### config.mk
export PLATFORM = sky130hd
export DESIGN_NAME = ssm_i2c_slave
export DESIGN_NICKNAME = d
export VERILOG_FILES = /design/src/hdl/ssm_i2c_slave.v /design/src/hdl/ssm_pin_sync.v
export VERILOG_INCLUDE_DIRS = /design/src /design/src/hdl
export SDC_FILE = /design/constraint.sdc
export NUM_CORES = 1
export LEC_CHECK = 0
export BUFFER_PORTS_ARGS = -buffer_cell sky130_fd_sc_hd__buf_2
export CAP_MARGIN = 20
export CORE_MARGIN = 4
export CORE_UTILIZATION = 60
export CTS_CLUSTER_SIZE = 10
export DETAILED_ROUTE_END_ITERATION = 8
export PLACE_DENSITY_LB_ADDON = 0.05
export SLEW_MARGIN = 20
export SYNTH_ARGS = -nofsm -noshare
export SYNTH_HDL_FRONTEND = slang
export SYNTH_SLANG_ARGS = --single-unit
### constraint.sdc
create_clock -name clk -period 2.7 [get_ports clk]
set_input_delay 0.54 -clock clk [delete_from_list [all_inputs] [get_ports clk]]
set_output_delay 0.54 -clock clk [all_outputs]
set_load 0.01 [all_outputs]
### src/hdl/ssm_i2c_defs.vh
// Constants for the two-wire byte framing engine
// Assumes a 100 MHz system clock
`ifndef SSM_I2C_DEFS_VH
`define SSM_I2C_DEFS_VH
`define SSM_CLK_MHZ 100
`define SSM_HOLD_LONG_NS 300
`define SSM_HOLD_LONG_CYC ((`SSM_HOLD_LONG_NS * `SSM_CLK_MHZ + 999) / 1000)
`define SSM_HOLD_SHORT_CYC 8'h01
`define SSM_BITS_PER_BYTE 4'h8
`define SSM_ACK_SLOT 4'h8
`define SSM_ADDR_W 7
`define SSM_ST_IDLE 3'h0
`define SSM_ST_ADDR 3'h1
`define SSM_ST_ADDR_ACK 3'h2
`define SSM_ST_RX 3'h3
`define SSM_ST_RX_ACK 3'h4
`define SSM_ST_TX 3'h5
`define SSM_ST_TX_ACK 3'h6
`define SSM_ST_WAIT 3'h7
`endif

### src/hdl/ssm_i2c_slave.v
// Two-wire bus slave framing engine: byte shifting, acknowledge, conditions
// Assumes external pull-ups; pins resolved outside from the output enables
//
// Function
// - Bytes move whole, most significant bit first.
// - Each unit is eight data bits then one acknowledge bit.
// - Data sender releases line after eighth fall, samples acknowledge.
// - Only a master generates clock; this slave never makes pulses.
// - Data changes while clock low; sampling on clock rise.
// - Data change during clock high is start or stop.
// - Enabled, both pins act as open-drain outputs.
// - Pin output value fixed at zero; only pull low or release.
// - Long hold select keeps data 300 ns after clock fall.
// - Bus idle when no master active and both lines high.
// - Address matches only if equal to slave address register.
// - Matching address with write bit clear starts receiving bytes.
// - Read request: slave supplies bytes until master not-acknowledge, restart or stop.
// - Collision when data sampled low while driving high.
// - Any party may hold clock low; others wait for release.
// - Arbitration keeps one master; winner message uncorrupted.
// - Clocks of several drivers follow the wired-AND level.
`timescale 1ns/1ns
`include "ssm_i2c_defs.vh"
module ssm_i2c_slave
#(
  parameter ADDR_W = `SSM_ADDR_W,
  parameter HOLD_LONG_CYC = `SSM_HOLD_LONG_CYC
)
(
  input wire clk,
  input wire sys_rst,
  input wire serial_port_enable_bit,
  input wire data_hold_long_select,
  input wire [ADDR_W-1:0] slave_address_register,
  input wire scl_i,
  output reg scl_o,
  output reg scl_oe,
  input wire sda_i,
  output reg sda_o,
  output reg sda_oe,
  input wire stretch_req,
  input wire [7:0] tx_data,
  output reg tx_take_q,
  output reg [7:0] rx_data_q,
  output reg rx_valid_q,
  output reg addr_match_q,
  output reg read_req_q,
  output reg bus_idle_q,
  output reg start_seen_q,
  output reg stop_seen_q,
  output reg collision_q,
  output reg nack_seen_q
);
  localparam HW = 8;
  wire scl_s;
  wire sda_s;
  reg scl_d1_q;
  reg sda_d1_q;
  reg [2:0] st_q;
  reg [3:0] bit_q;
  reg [7:0] sh_q;
  reg drive_low_q;
  reg pend_low_q;
  reg [HW-1:0] hold_q;
  reg active_q;
  reg master_ack_q;
  wire scl_rise;
  wire scl_fall;
  wire start_c;
  wire stop_c;
  wire [HW-1:0] hold_len;

  // ----------------------------------------------------------------
  // Pin sampling
  // ----------------------------------------------------------------
  // Real pin levels
  ssm_pin_sync u_scl_sync
  (
    .clk(clk),
    .sys_rst(sys_rst),
    .pin_i(scl_i),
    .level_q(scl_s)
  );
  ssm_pin_sync u_sda_sync
  (
    .clk(clk),
    .sys_rst(sys_rst),
    .pin_i(sda_i),
    .level_q(sda_s)
  );

  always @(posedge clk or posedge sys_rst)
  begin
    if (sys_rst)
    begin
      scl_d1_q <= 1'b1;
      sda_d1_q <= 1'b1;
    end
    else
    begin
      scl_d1_q <= scl_s;
      sda_d1_q <= sda_s;
    end
  end

  // Clock edges follow wired-AND pin level
  assign scl_rise = scl_s & ~scl_d1_q;
  assign scl_fall = ~scl_s & scl_d1_q;
  assign start_c = scl_s & scl_d1_q & sda_d1_q & ~sda_s;
  assign stop_c = scl_s & scl_d1_q & ~sda_d1_q & sda_s;

  assign hold_len = data_hold_long_select ? HOLD_LONG_CYC[HW-1:0] :
    `SSM_HOLD_SHORT_CYC;

  // ----------------------------------------------------------------
  // Framing state machine
  // ----------------------------------------------------------------
  always @(posedge clk or posedge sys_rst)
  begin
    if (sys_rst)
    begin
      st_q <= `SSM_ST_IDLE;
      bit_q <= 4'h0;
      sh_q <= 8'h00;
      drive_low_q <= 1'b0;
      pend_low_q <= 1'b0;
      hold_q <= {HW{1'b0}};
      active_q <= 1'b0;
      master_ack_q <= 1'b0;
      tx_take_q <= 1'b0;
      rx_data_q <= 8'h00;
      rx_valid_q <= 1'b0;
      addr_match_q <= 1'b0;
      read_req_q <= 1'b0;
      start_seen_q <= 1'b0;
      stop_seen_q <= 1'b0;
      collision_q <= 1'b0;
      nack_seen_q <= 1'b0;
    end
    else
    begin
      tx_take_q <= 1'b0;
      rx_valid_q <= 1'b0;
      start_seen_q <= start_c;
      stop_seen_q <= stop_c;
      collision_q <= 1'b0;
      nack_seen_q <= 1'b0;
      // Data waits hold time after clock fall
      if (hold_q != {HW{1'b0}})
      begin
        hold_q <= hold_q - 1'b1;
        if (hold_q == {{(HW-1){1'b0}}, 1'b1})
          drive_low_q <= pend_low_q;
      end
      if (!serial_port_enable_bit)
      begin
        st_q <= `SSM_ST_IDLE;
        drive_low_q <= 1'b0;
        hold_q <= {HW{1'b0}};
        active_q <= 1'b0;
        addr_match_q <= 1'b0;
        read_req_q <= 1'b0;
      end
      else if (start_c)
      begin
        // Restart re-listens, so only the winning master's bytes count
        st_q <= `SSM_ST_ADDR;
        bit_q <= 4'h0;
        active_q <= 1'b1;
        drive_low_q <= 1'b0;
        hold_q <= {HW{1'b0}};
        addr_match_q <= 1'b0;
        read_req_q <= 1'b0;
      end
      else if (stop_c)
      begin
        // Stop ends any read or write
        st_q <= `SSM_ST_IDLE;
        active_q <= 1'b0;
        drive_low_q <= 1'b0;
        hold_q <= {HW{1'b0}};
        addr_match_q <= 1'b0;
        read_req_q <= 1'b0;
      end
      else
      begin
        // Driving high yet pin low on clock rise
        if (scl_rise && st_q == `SSM_ST_TX && !drive_low_q && !sda_s)
          collision_q <= 1'b1;
        case (st_q)
          `SSM_ST_ADDR, `SSM_ST_RX:
          begin
            if (scl_rise)
            begin
              // Shift in most significant bit first
              sh_q <= {sh_q[6:0], sda_s};
              bit_q <= bit_q + 4'h1;
            end
            if (scl_fall && bit_q == `SSM_BITS_PER_BYTE)
            begin
              if (st_q == `SSM_ST_ADDR)
              begin
                if (sh_q[7:1] == slave_address_register)
                begin
                  addr_match_q <= 1'b1;
                  read_req_q <= sh_q[0];
                  pend_low_q <= 1'b1;
                  hold_q <= hold_len;
                  st_q <= `SSM_ST_ADDR_ACK;
                end
                else
                  st_q <= `SSM_ST_WAIT;
              end
              else
              begin
                rx_data_q <= sh_q;
                rx_valid_q <= 1'b1;
                pend_low_q <= 1'b1;
                hold_q <= hold_len;
                st_q <= `SSM_ST_RX_ACK;
              end
            end
          end
          `SSM_ST_ADDR_ACK, `SSM_ST_RX_ACK:
          begin
            if (scl_fall)
            begin
              bit_q <= 4'h0;
              if (st_q == `SSM_ST_ADDR_ACK && read_req_q)
              begin
                sh_q <= tx_data;
                tx_take_q <= 1'b1;
                pend_low_q <= ~tx_data[7];
                hold_q <= hold_len;
                st_q <= `SSM_ST_TX;
              end
              else
              begin
                pend_low_q <= 1'b0;
                hold_q <= hold_len;
                st_q <= `SSM_ST_RX;
              end
            end
          end
          `SSM_ST_TX:
          begin
            if (scl_rise)
              bit_q <= bit_q + 4'h1;
            if (scl_fall)
            begin
              if (bit_q == `SSM_BITS_PER_BYTE)
              begin
                pend_low_q <= 1'b0;
                hold_q <= hold_len;
                st_q <= `SSM_ST_TX_ACK;
              end
              else
              begin
                sh_q <= {sh_q[6:0], 1'b0};
                pend_low_q <= ~sh_q[6];
                hold_q <= hold_len;
              end
            end
          end
          `SSM_ST_TX_ACK:
          begin
            if (scl_rise)
              master_ack_q <= ~sda_s;
            if (scl_fall)
            begin
              bit_q <= 4'h0;
              if (master_ack_q)
              begin
                sh_q <= tx_data;
                tx_take_q <= 1'b1;
                pend_low_q <= ~tx_data[7];
                hold_q <= hold_len;
                st_q <= `SSM_ST_TX;
              end
              else
              begin
                nack_seen_q <= 1'b1;
                st_q <= `SSM_ST_WAIT;
              end
            end
          end
          `SSM_ST_WAIT:
            st_q <= `SSM_ST_WAIT;
          default:
            st_q <= `SSM_ST_IDLE;
        endcase
      end
    end
  end

  // ----------------------------------------------------------------
  // Open-drain pin drive and bus state
  // ----------------------------------------------------------------
  always @(posedge clk or posedge sys_rst)
  begin
    if (sys_rst)
    begin
      sda_o <= 1'b0;
      sda_oe <= 1'b0;
      scl_o <= 1'b0;
      scl_oe <= 1'b0;
      bus_idle_q <= 1'b0;
    end
    else
    begin
      sda_o <= 1'b0;
      scl_o <= 1'b0;
      sda_oe <= serial_port_enable_bit & drive_low_q;
      // Clock only held low, never pulsed; stretching
      scl_oe <= serial_port_enable_bit & stretch_req & addr_match_q & ~scl_s;
      // Idle: no master active, both lines high
      bus_idle_q <= ~active_q & scl_s & sda_s;
    end
  end
endmodule // ssm_i2c_slave

### src/hdl/ssm_pin_sync.v
// Three-stage synchroniser with agreement filter for one bus pin
// Assumes the input is asynchronous to clk
`timescale 1ns/1ns
module ssm_pin_sync
(
  input wire clk,
  input wire sys_rst,
  input wire pin_i,
  output reg level_q
);
  reg s1_q;
  reg s2_q;
  reg s3_q;
  always @(posedge clk or posedge sys_rst)
  begin
    if (sys_rst)
    begin
      s1_q <= 1'b1;
      s2_q <= 1'b1;
      s3_q <= 1'b1;
      level_q <= 1'b1;
    end
    else
    begin
      s1_q <= pin_i;
      s2_q <= s1_q;
      s3_q <= s2_q;
      // A change counts once the last two stages agree
      if (s2_q == s3_q)
        level_q <= s3_q;
    end
  end
endmodule // ssm_pin_sync

==> key figures, run 1 <==
Status
  – Outcome: completed

Critical path
  – Setup CP Type: reg -> reg
  – CP arrival: ~2500 ps
  – Startpoint Class: flip-flop
  – Crit. End Element: flip-flop
  – Worst Path Max Fanout: 8
  – Worst Path Required: between 2000 and 3000 ps

Yosys
  – Synth area leaders: dfrtp_1 (39%), dfstp_2 (8.9%), nand2_1 (4.3%)
  – Post-Synth Adder-Cell Area: 2.79%
  – Cells after synthesis: slightly above 300
  – Area share of and/or/nand/nor cells after synthesis: approximately a fifth
  – Top cell type's share of synthesized area: 38.9%
  – Yosys warning count: 0
  – Largest family of logic cells by synthesized area: simple AND/OR/NAND/NOR gates
  – #FFs+latches synth: between 50 and 60
  – Sequential share of the synthesized area: ~48%
  – FFs w/ async S/R, synth: 100%
  – Mux share of post-synthesis cell area: 6.42%
  – Cell taking the most area after synthesis: dfrtp_1
  – Synth cell types: 57
  – Number of enable flip-flop cells after synthesis: 0
  – Cell area after synthesis: 0.00296 mm²
  – Post-Synth XOR/XNOR Area: about 4.4%
  – Top FF cell, synth: dfrtp_1
  – Syn_area_per_cell: between 9 and 10 µm²
  – Synth Area in Compound Gates: ~15%

STA
  – Clk_skew: about 5.3 ps
  – Period utilisation layout: between 80% and 90%
  – Worst setup margin: between 400 and 500 ps
  – Slew headroom: around 57%
  – FMAX: 443 MHz
  – Final setup viols: 0
  – Hold Fails Final Rpt: 0
  – Fin crit period: between 2000 and 2500 ps
  – Setup repair after global routing missed its margin: no
  – Worst-Margin Slew: ~640 ps
  – Pins over their slew limit: 0
  – Fin Setup TNS: 0 ps

GRT
  – Gr usage total: ~23%
  – Total grt overflow: 0
  – Largest net degree at the start of global routing: 30
  – Initial antenna violation count: 0
  – Number of global-route vias before repair: between 2000 and 2500
  – First-pass GRT wire length: between 10000 and 15000 µm

Placed design
  – Worst slack at placement: 501 ps
  – Estimated wirelength of the detail-placed design: around 4700 µm
  – Gpl congestion: ~0.95
  – I/O Buffers: 40
  – Placed insts: approximately 400

Clocking
  – Root Buffer: clkbuf_8
  – Setup bufs post-CTS: 0
  – H-tree levels: 2
  – PostCTS Resize Cnt: 0
  – CTS tree: built
  – Clock transition at path regs: 100 ps
  – CTS Sinks: 56
  – TritonCTS Buffers: 5
  – Clock Latency Late Sink: slightly above 300 ps
  – Hold_buf cts: 0
  – CTS Buffer Depth: 2

Final layout
  – Area growth syn-to-layout: 11.6%
  – NumNets Final: 368
  – Number of non-filler instances in the completed layout: 409
  – Final core occ: between 60% and 70%
  – ANT cells: 0
  – Commonest non-fill, non-tap cells in the layout: dfrtp_1 (46), buf_2 (40), nand2_1 (34)
  – Share of layout cells above drive strength 1: a little under a quarter
  – Most common cell after layout, fill and taps aside: dfrtp_1

Route
  – Drt first pass iters: 5
  – 1st-iter DRT viols: ~160
  – Detail Route Antenna Nets: 0
  – DRC viols: 0
  – Via count: 2340
  – Drt wl/cell: approximately 16 µm
  – Vias per Instance: roughly 5.7
  – Routed WL: about 6300 µm

Floorplan
  – Core area: ~0.0048 mm²
  – Number of core rows: 25
  – Die span in y: 78.3 µm
  – Die area: 0.00612 mm²
  – Die Width: between 70 and 80 µm
  – Initial cell density of the core: 62.3%
  – IO Count: 43

Pwr
  – Pwr per Cell Area: about 860 mW/mm²
  – Lkg Pwr: 0.00157 µW
  – Peak VDD IR: 0.390 mV
  – Power, Total: 2850 µW

Worst hold path
  – Type of the worst min-delay path: in -> async

Job
  – Number of max-cap violations: 0
[cell families after synthesis]
| group | count (synthesis) |
|---|---|
| AOI/OAI and AO/OA | 72 |
| xor gates and xnor gates | 14 |
| adders and majority gates | 7 |
| buffers and inverters | 25 |
| DFF | 56 |
| muxes | 18 |
| other | 1 |
| and+or+nand+nor | 109 |
[Yosys cell counts, drive strengths merged (7+ instances only)]
master	instances
dfrtp	46
nand2	34
o21ai	29
nor2	21
a21oi	17
nand3	17
inv	13
buf	12
xnor2	11
dfstp	10
mux2i	10
mux2	8
nand2b	7
[critical path: stages, from the launching register on]
cell	delay [ps]
dfstp_2	580
nor2b_1	470
nand3_1	170
a31oi_1	550
o21ai_0	210
nand2_1	110
o21ai_1	60
[power by group]
| group | internal [µW] | switching [µW] |
|---|---|---|
| sequential | 988 | 188 |
| clock | 276 | 264 |
| combinational | 491 | 642 |
[stage by stage]
step | cell area, µm² | hold WS, ps
6_report | 3300 | 291
3_5_place_dp | 3200 | 348
5_1_grt | 3300 | 298
4_1_cts | 3300 | 308
3_3_place_gp | 3200 | 346
2_1_floorplan | 2970 | 345
[flip-flops by register name (all words and copies together) (netlist names), 3 cells and up]
name	cells
bit_q	4
hold_q	8
rx_data_q	8
sh_q	8
st_q	3
[per-layer routing]
layer / vias to the layer above / global-route usage (%) / wire length [µm]
li1: 1133 / - / -
met1: 1106 / 30.5 / 2950
met2: 91 / 37.3 / 2920
met3: 10 / 4.13 / 385
met4: 0 / 7.87 / 87
met5: - / 0 / 0
[cell type report]
| type | instances | area (µm²) |
|---|---|---|
| timing repair buffer | 43 | 235 |
| tap | 67 | 83.8 |
| inverter | 13 | 48.8 |
| fill | 377 | 1450 |
| sequential | 56 | 1410 |
| multi-input combinational | 222 | 1420 |
| clock inverter | 2 | 35.0 |
| clock buffer | 6 | 72.6 |
[final timing paths]
check,start,to,slack (ps),cells past startpoint
max,scl_d1_q,bit_q[3],440,6
min,sys_rst,rx_valid_q,290,2
max reg2reg,scl_d1_q,bit_q[3],440,6
min reg2reg,u_sda_sync.s1_q,u_sda_sync.s2_q,360,0
max in group asynchronous,sys_rst,u_sda_sync.s1_q,1800,3
min in group clk,sda_i,u_sda_sync.s1_q,320,1
Note: power is estimated with default switching activity, not from simulation.
==> run 2: changes to the inputs <==
- ABC_AREA: default -> 1
- CORE_UTILIZATION: 60 -> 57
- clock period: 2.7 -> 2.31 ns (I/O delays scaled with it)
==> key figures, run 2 <==
Status
  – Outcome: completed

Critical path
  – CP arrival: 2080 ps
  – Slowest stage cell, crit path: nor4_1
  – Reg2Reg Depth: 9
  – Worst-path cell chain: inv_1 > ha_1 > nand2_1 > nor2_1 > nand2_1 > nor4_1 > nand2_1 > nand2_1 > nor2_1
  – Most frequent CP cell: nand2_1
  – R2R Setup Slk: ~440 ps
  – R2r endpoint: read_req_q
  – Crit. End Element: flip-flop
  – Worst Path Required: between 2000 and 3000 ps
  – Startpoint Class: flip-flop
  – Cell class contributing the biggest share of worst-path delay: simple AND/OR/NAND/NOR gates
  – Worst path max stage delay: ~480 ps
  – Setup CP Type: reg -> reg
  – Reg-to-reg startpoint: bit_q[0]
  – Worst Path Max Fanout: 5
  – Worst path bufs/invs: 1

GRT
  – Total grt overflow: 0
  – Gr usage total: between 20% and 30%
  – Largest net degree at the start of global routing: 33
  – Number of global-route vias before repair: between 2000 and 3000
  – First-pass GRT wire length: between 10000 and 15000 µm
  – Initial antenna violation count: 0

Yosys
  – Yosys warning count: 0
  – Most numerous cell in the Yosys netlist: nand2_1
  – Syn_area_per_cell: 7.88 µm²
  – FFs w/ async S/R, synth: 100%
  – Top FF cell, synth: dfrtp_1
  – Synth cell types: 38
  – Cell taking the most area after synthesis: dfrtp_1
  – Cell area after synthesis: a little over 0.003 mm²
  – Cells after synthesis: a little under 400
  – Sequential share of the synthesized area: 45.4%
  – Top cell type's share of synthesized area: between 30% and 40%
  – Synth cell count leaders: nand2_1 (101), dfrtp_1 (46), inv_1 (44)
  – Number of enable flip-flop cells after synthesis: 0
  – Synth area leaders: dfrtp_1 (37%), nand2_1 (12%), dfstp_2 (8.4%)
  – #FFs+latches synth: 56

Floorplan
  – Number of core rows: 26
  – Initial cell density of the core: about three fifths
  – Core area: between 0.005 and 0.006 mm²
  – Die span in y: approximately 82 µm
  – Die Width: approximately 82 µm
  – IO Count: between 40 and 50
  – Die area: 0.00671 mm²

Clocking
  – CTS tree: built
  – H-tree levels: 2
  – PostCTS Resize Cnt: 0
  – Clock transition at path regs: ~90 ps
  – CTS Buffer Depth: 2
  – Setup bufs post-CTS: 0
  – Hold_buf cts: 0
  – CTS Sinks: between 50 and 60
  – Root Buffer: clkbuf_8
  – TritonCTS Buffers: 5
  – Clock Latency Late Sink: around 310 ps

Placed design
  – I/O Buffers: 40
  – Estimated wirelength of the detail-placed design: 4930 µm
  – Placed inst area: 0.00338 mm²
  – Gpl congestion: 0.957

Route
  – Drt wl/cell: between 10 and 15 µm
  – Vias per Instance: roughly 5
  – Detail Route Antenna Nets: 0
  – DRC viols: 0
  – Routed WL: between 6000 and 7000 µm
  – 1st-iter DRT viols: between 150 and 200
  – Via count: 2593
  – Drt first pass iters: 5

STA
  – Hold Fails Final Rpt: 0
  – Final setup viols: 0
  – Setup repair after global routing missed its margin: no
  – FMAX: 534 MHz
  – Fin Setup TNS: 0 ps
  – Clk_skew: approximately 5.4 ps
  – Pins over their slew limit: 0
  – Worst-Margin Slew: roughly 530 ps
  – Period utilisation layout: slightly above 80%
  – Slew headroom: about 65%
  – Fin crit period: approximately 1900 ps

Job
  – Number of max-cap violations: 0

Final layout
  – NumNets Final: between 400 and 500
  – Area growth syn-to-layout: 11.5%
  – Finished Cell Area: roughly 0.0035 mm²
  – Most common cell after layout, fill and taps aside: nand2_1
  – Share of layout cells above drive strength 1: around a quarter
  – Largest regs: hold_q: 8 flops, rx_data_q: 8 flops, sh_q: 8 flops
  – Commonest non-fill, non-tap cells in the layout: nand2_1 (101), dfrtp_1 (46), inv_1 (43)
  – ANT cells: 0

Pwr
  – Peak VDD IR: between 0.5 and 0.6 mV
  – Pwr per Cell Area: a little over 900 mW/mm²
  – Lkg Pwr: 0.00184 µW

Worst hold path
  – Type of the worst min-delay path: in -> async
==> run 2: cell count changes in the layout (fill, tap and decap cells not counted), moves of 7 or more <==
cell	previous run	this run
mux2i_1	10	0
a21oi_1	17	8
inv_1	10	43
nand2b_1	7	0
o21ai_2	1	9
nand2_1	34	101
o21ai_0	12	22
mux2_2	7	0
nor2_1	20	42
nor2_2	1	8
nand2_2	0	8
==> run 2: layout make-up <==
type | count | area (µm²)
inverter | 53 | 199
fill | 460 | 1730
tap | 70 | 87.6
clock buffer | 8 | 90.1
multi-input combinational | 281 | 1450
timing repair buffer | 42 | 228
sequential | 56 | 1410
==> run 2: kinds of logic after synthesis <==
logic type      share of synthesized area, %
compound gates                          11.6
xor+xnor                                2.25
fa+ha+maj                               2.65
buf+inv                                 8.04
flops                                   45.4
other cells                            0.120
simple gates                            29.9
==> run 2: metal layers <==
| layer | vias to the layer above | global-route usage, % | wire length, µm |
|---|---|---|---|
| li1 | 1338 | - | - |
| met1 | 1176 | 28.6 | 3050 |
| met2 | 68 | 35.5 | 2910 |
| met3 | 11 | 4.50 | 367 |
| met4 | 0 | 8.14 | 116 |
| met5 | - | 0 | 0 |
==> run 2: metrics by stage <==
stage               worst slack, ps  util, %  instances  hold WS, ps  power, µW
floorplan                       493        -        396          345       2400
global placement                477     65.0        502          352       2650
detailed placement              443     65.0        502          350       2670
CTS                             425     66.7        510          195       3220
global route                    229     66.7        510          206       3530
finish                          437     66.7        510          179       3220
==> run 2: how the worst max path moves through the flow <==
stage                       to  depth (start not counted)  slack [ps]  startpoint
floorplan             active_q                          1         490     sys_rst
global placement    read_req_q                          9         480    bit_q[0]
detailed placement  read_req_q                          9         440    bit_q[0]
CTS                 read_req_q                          9         420    bit_q[0]
global route         hold_q[2]                         13         230   hold_q[0]
finish              read_req_q                          9         440    bit_q[0]
==> run 2: power breakdown <==
part | switching (µW) | internal (µW)
combinational | 905 | 491
sequential | 135 | 1140
clock | 298 | 245
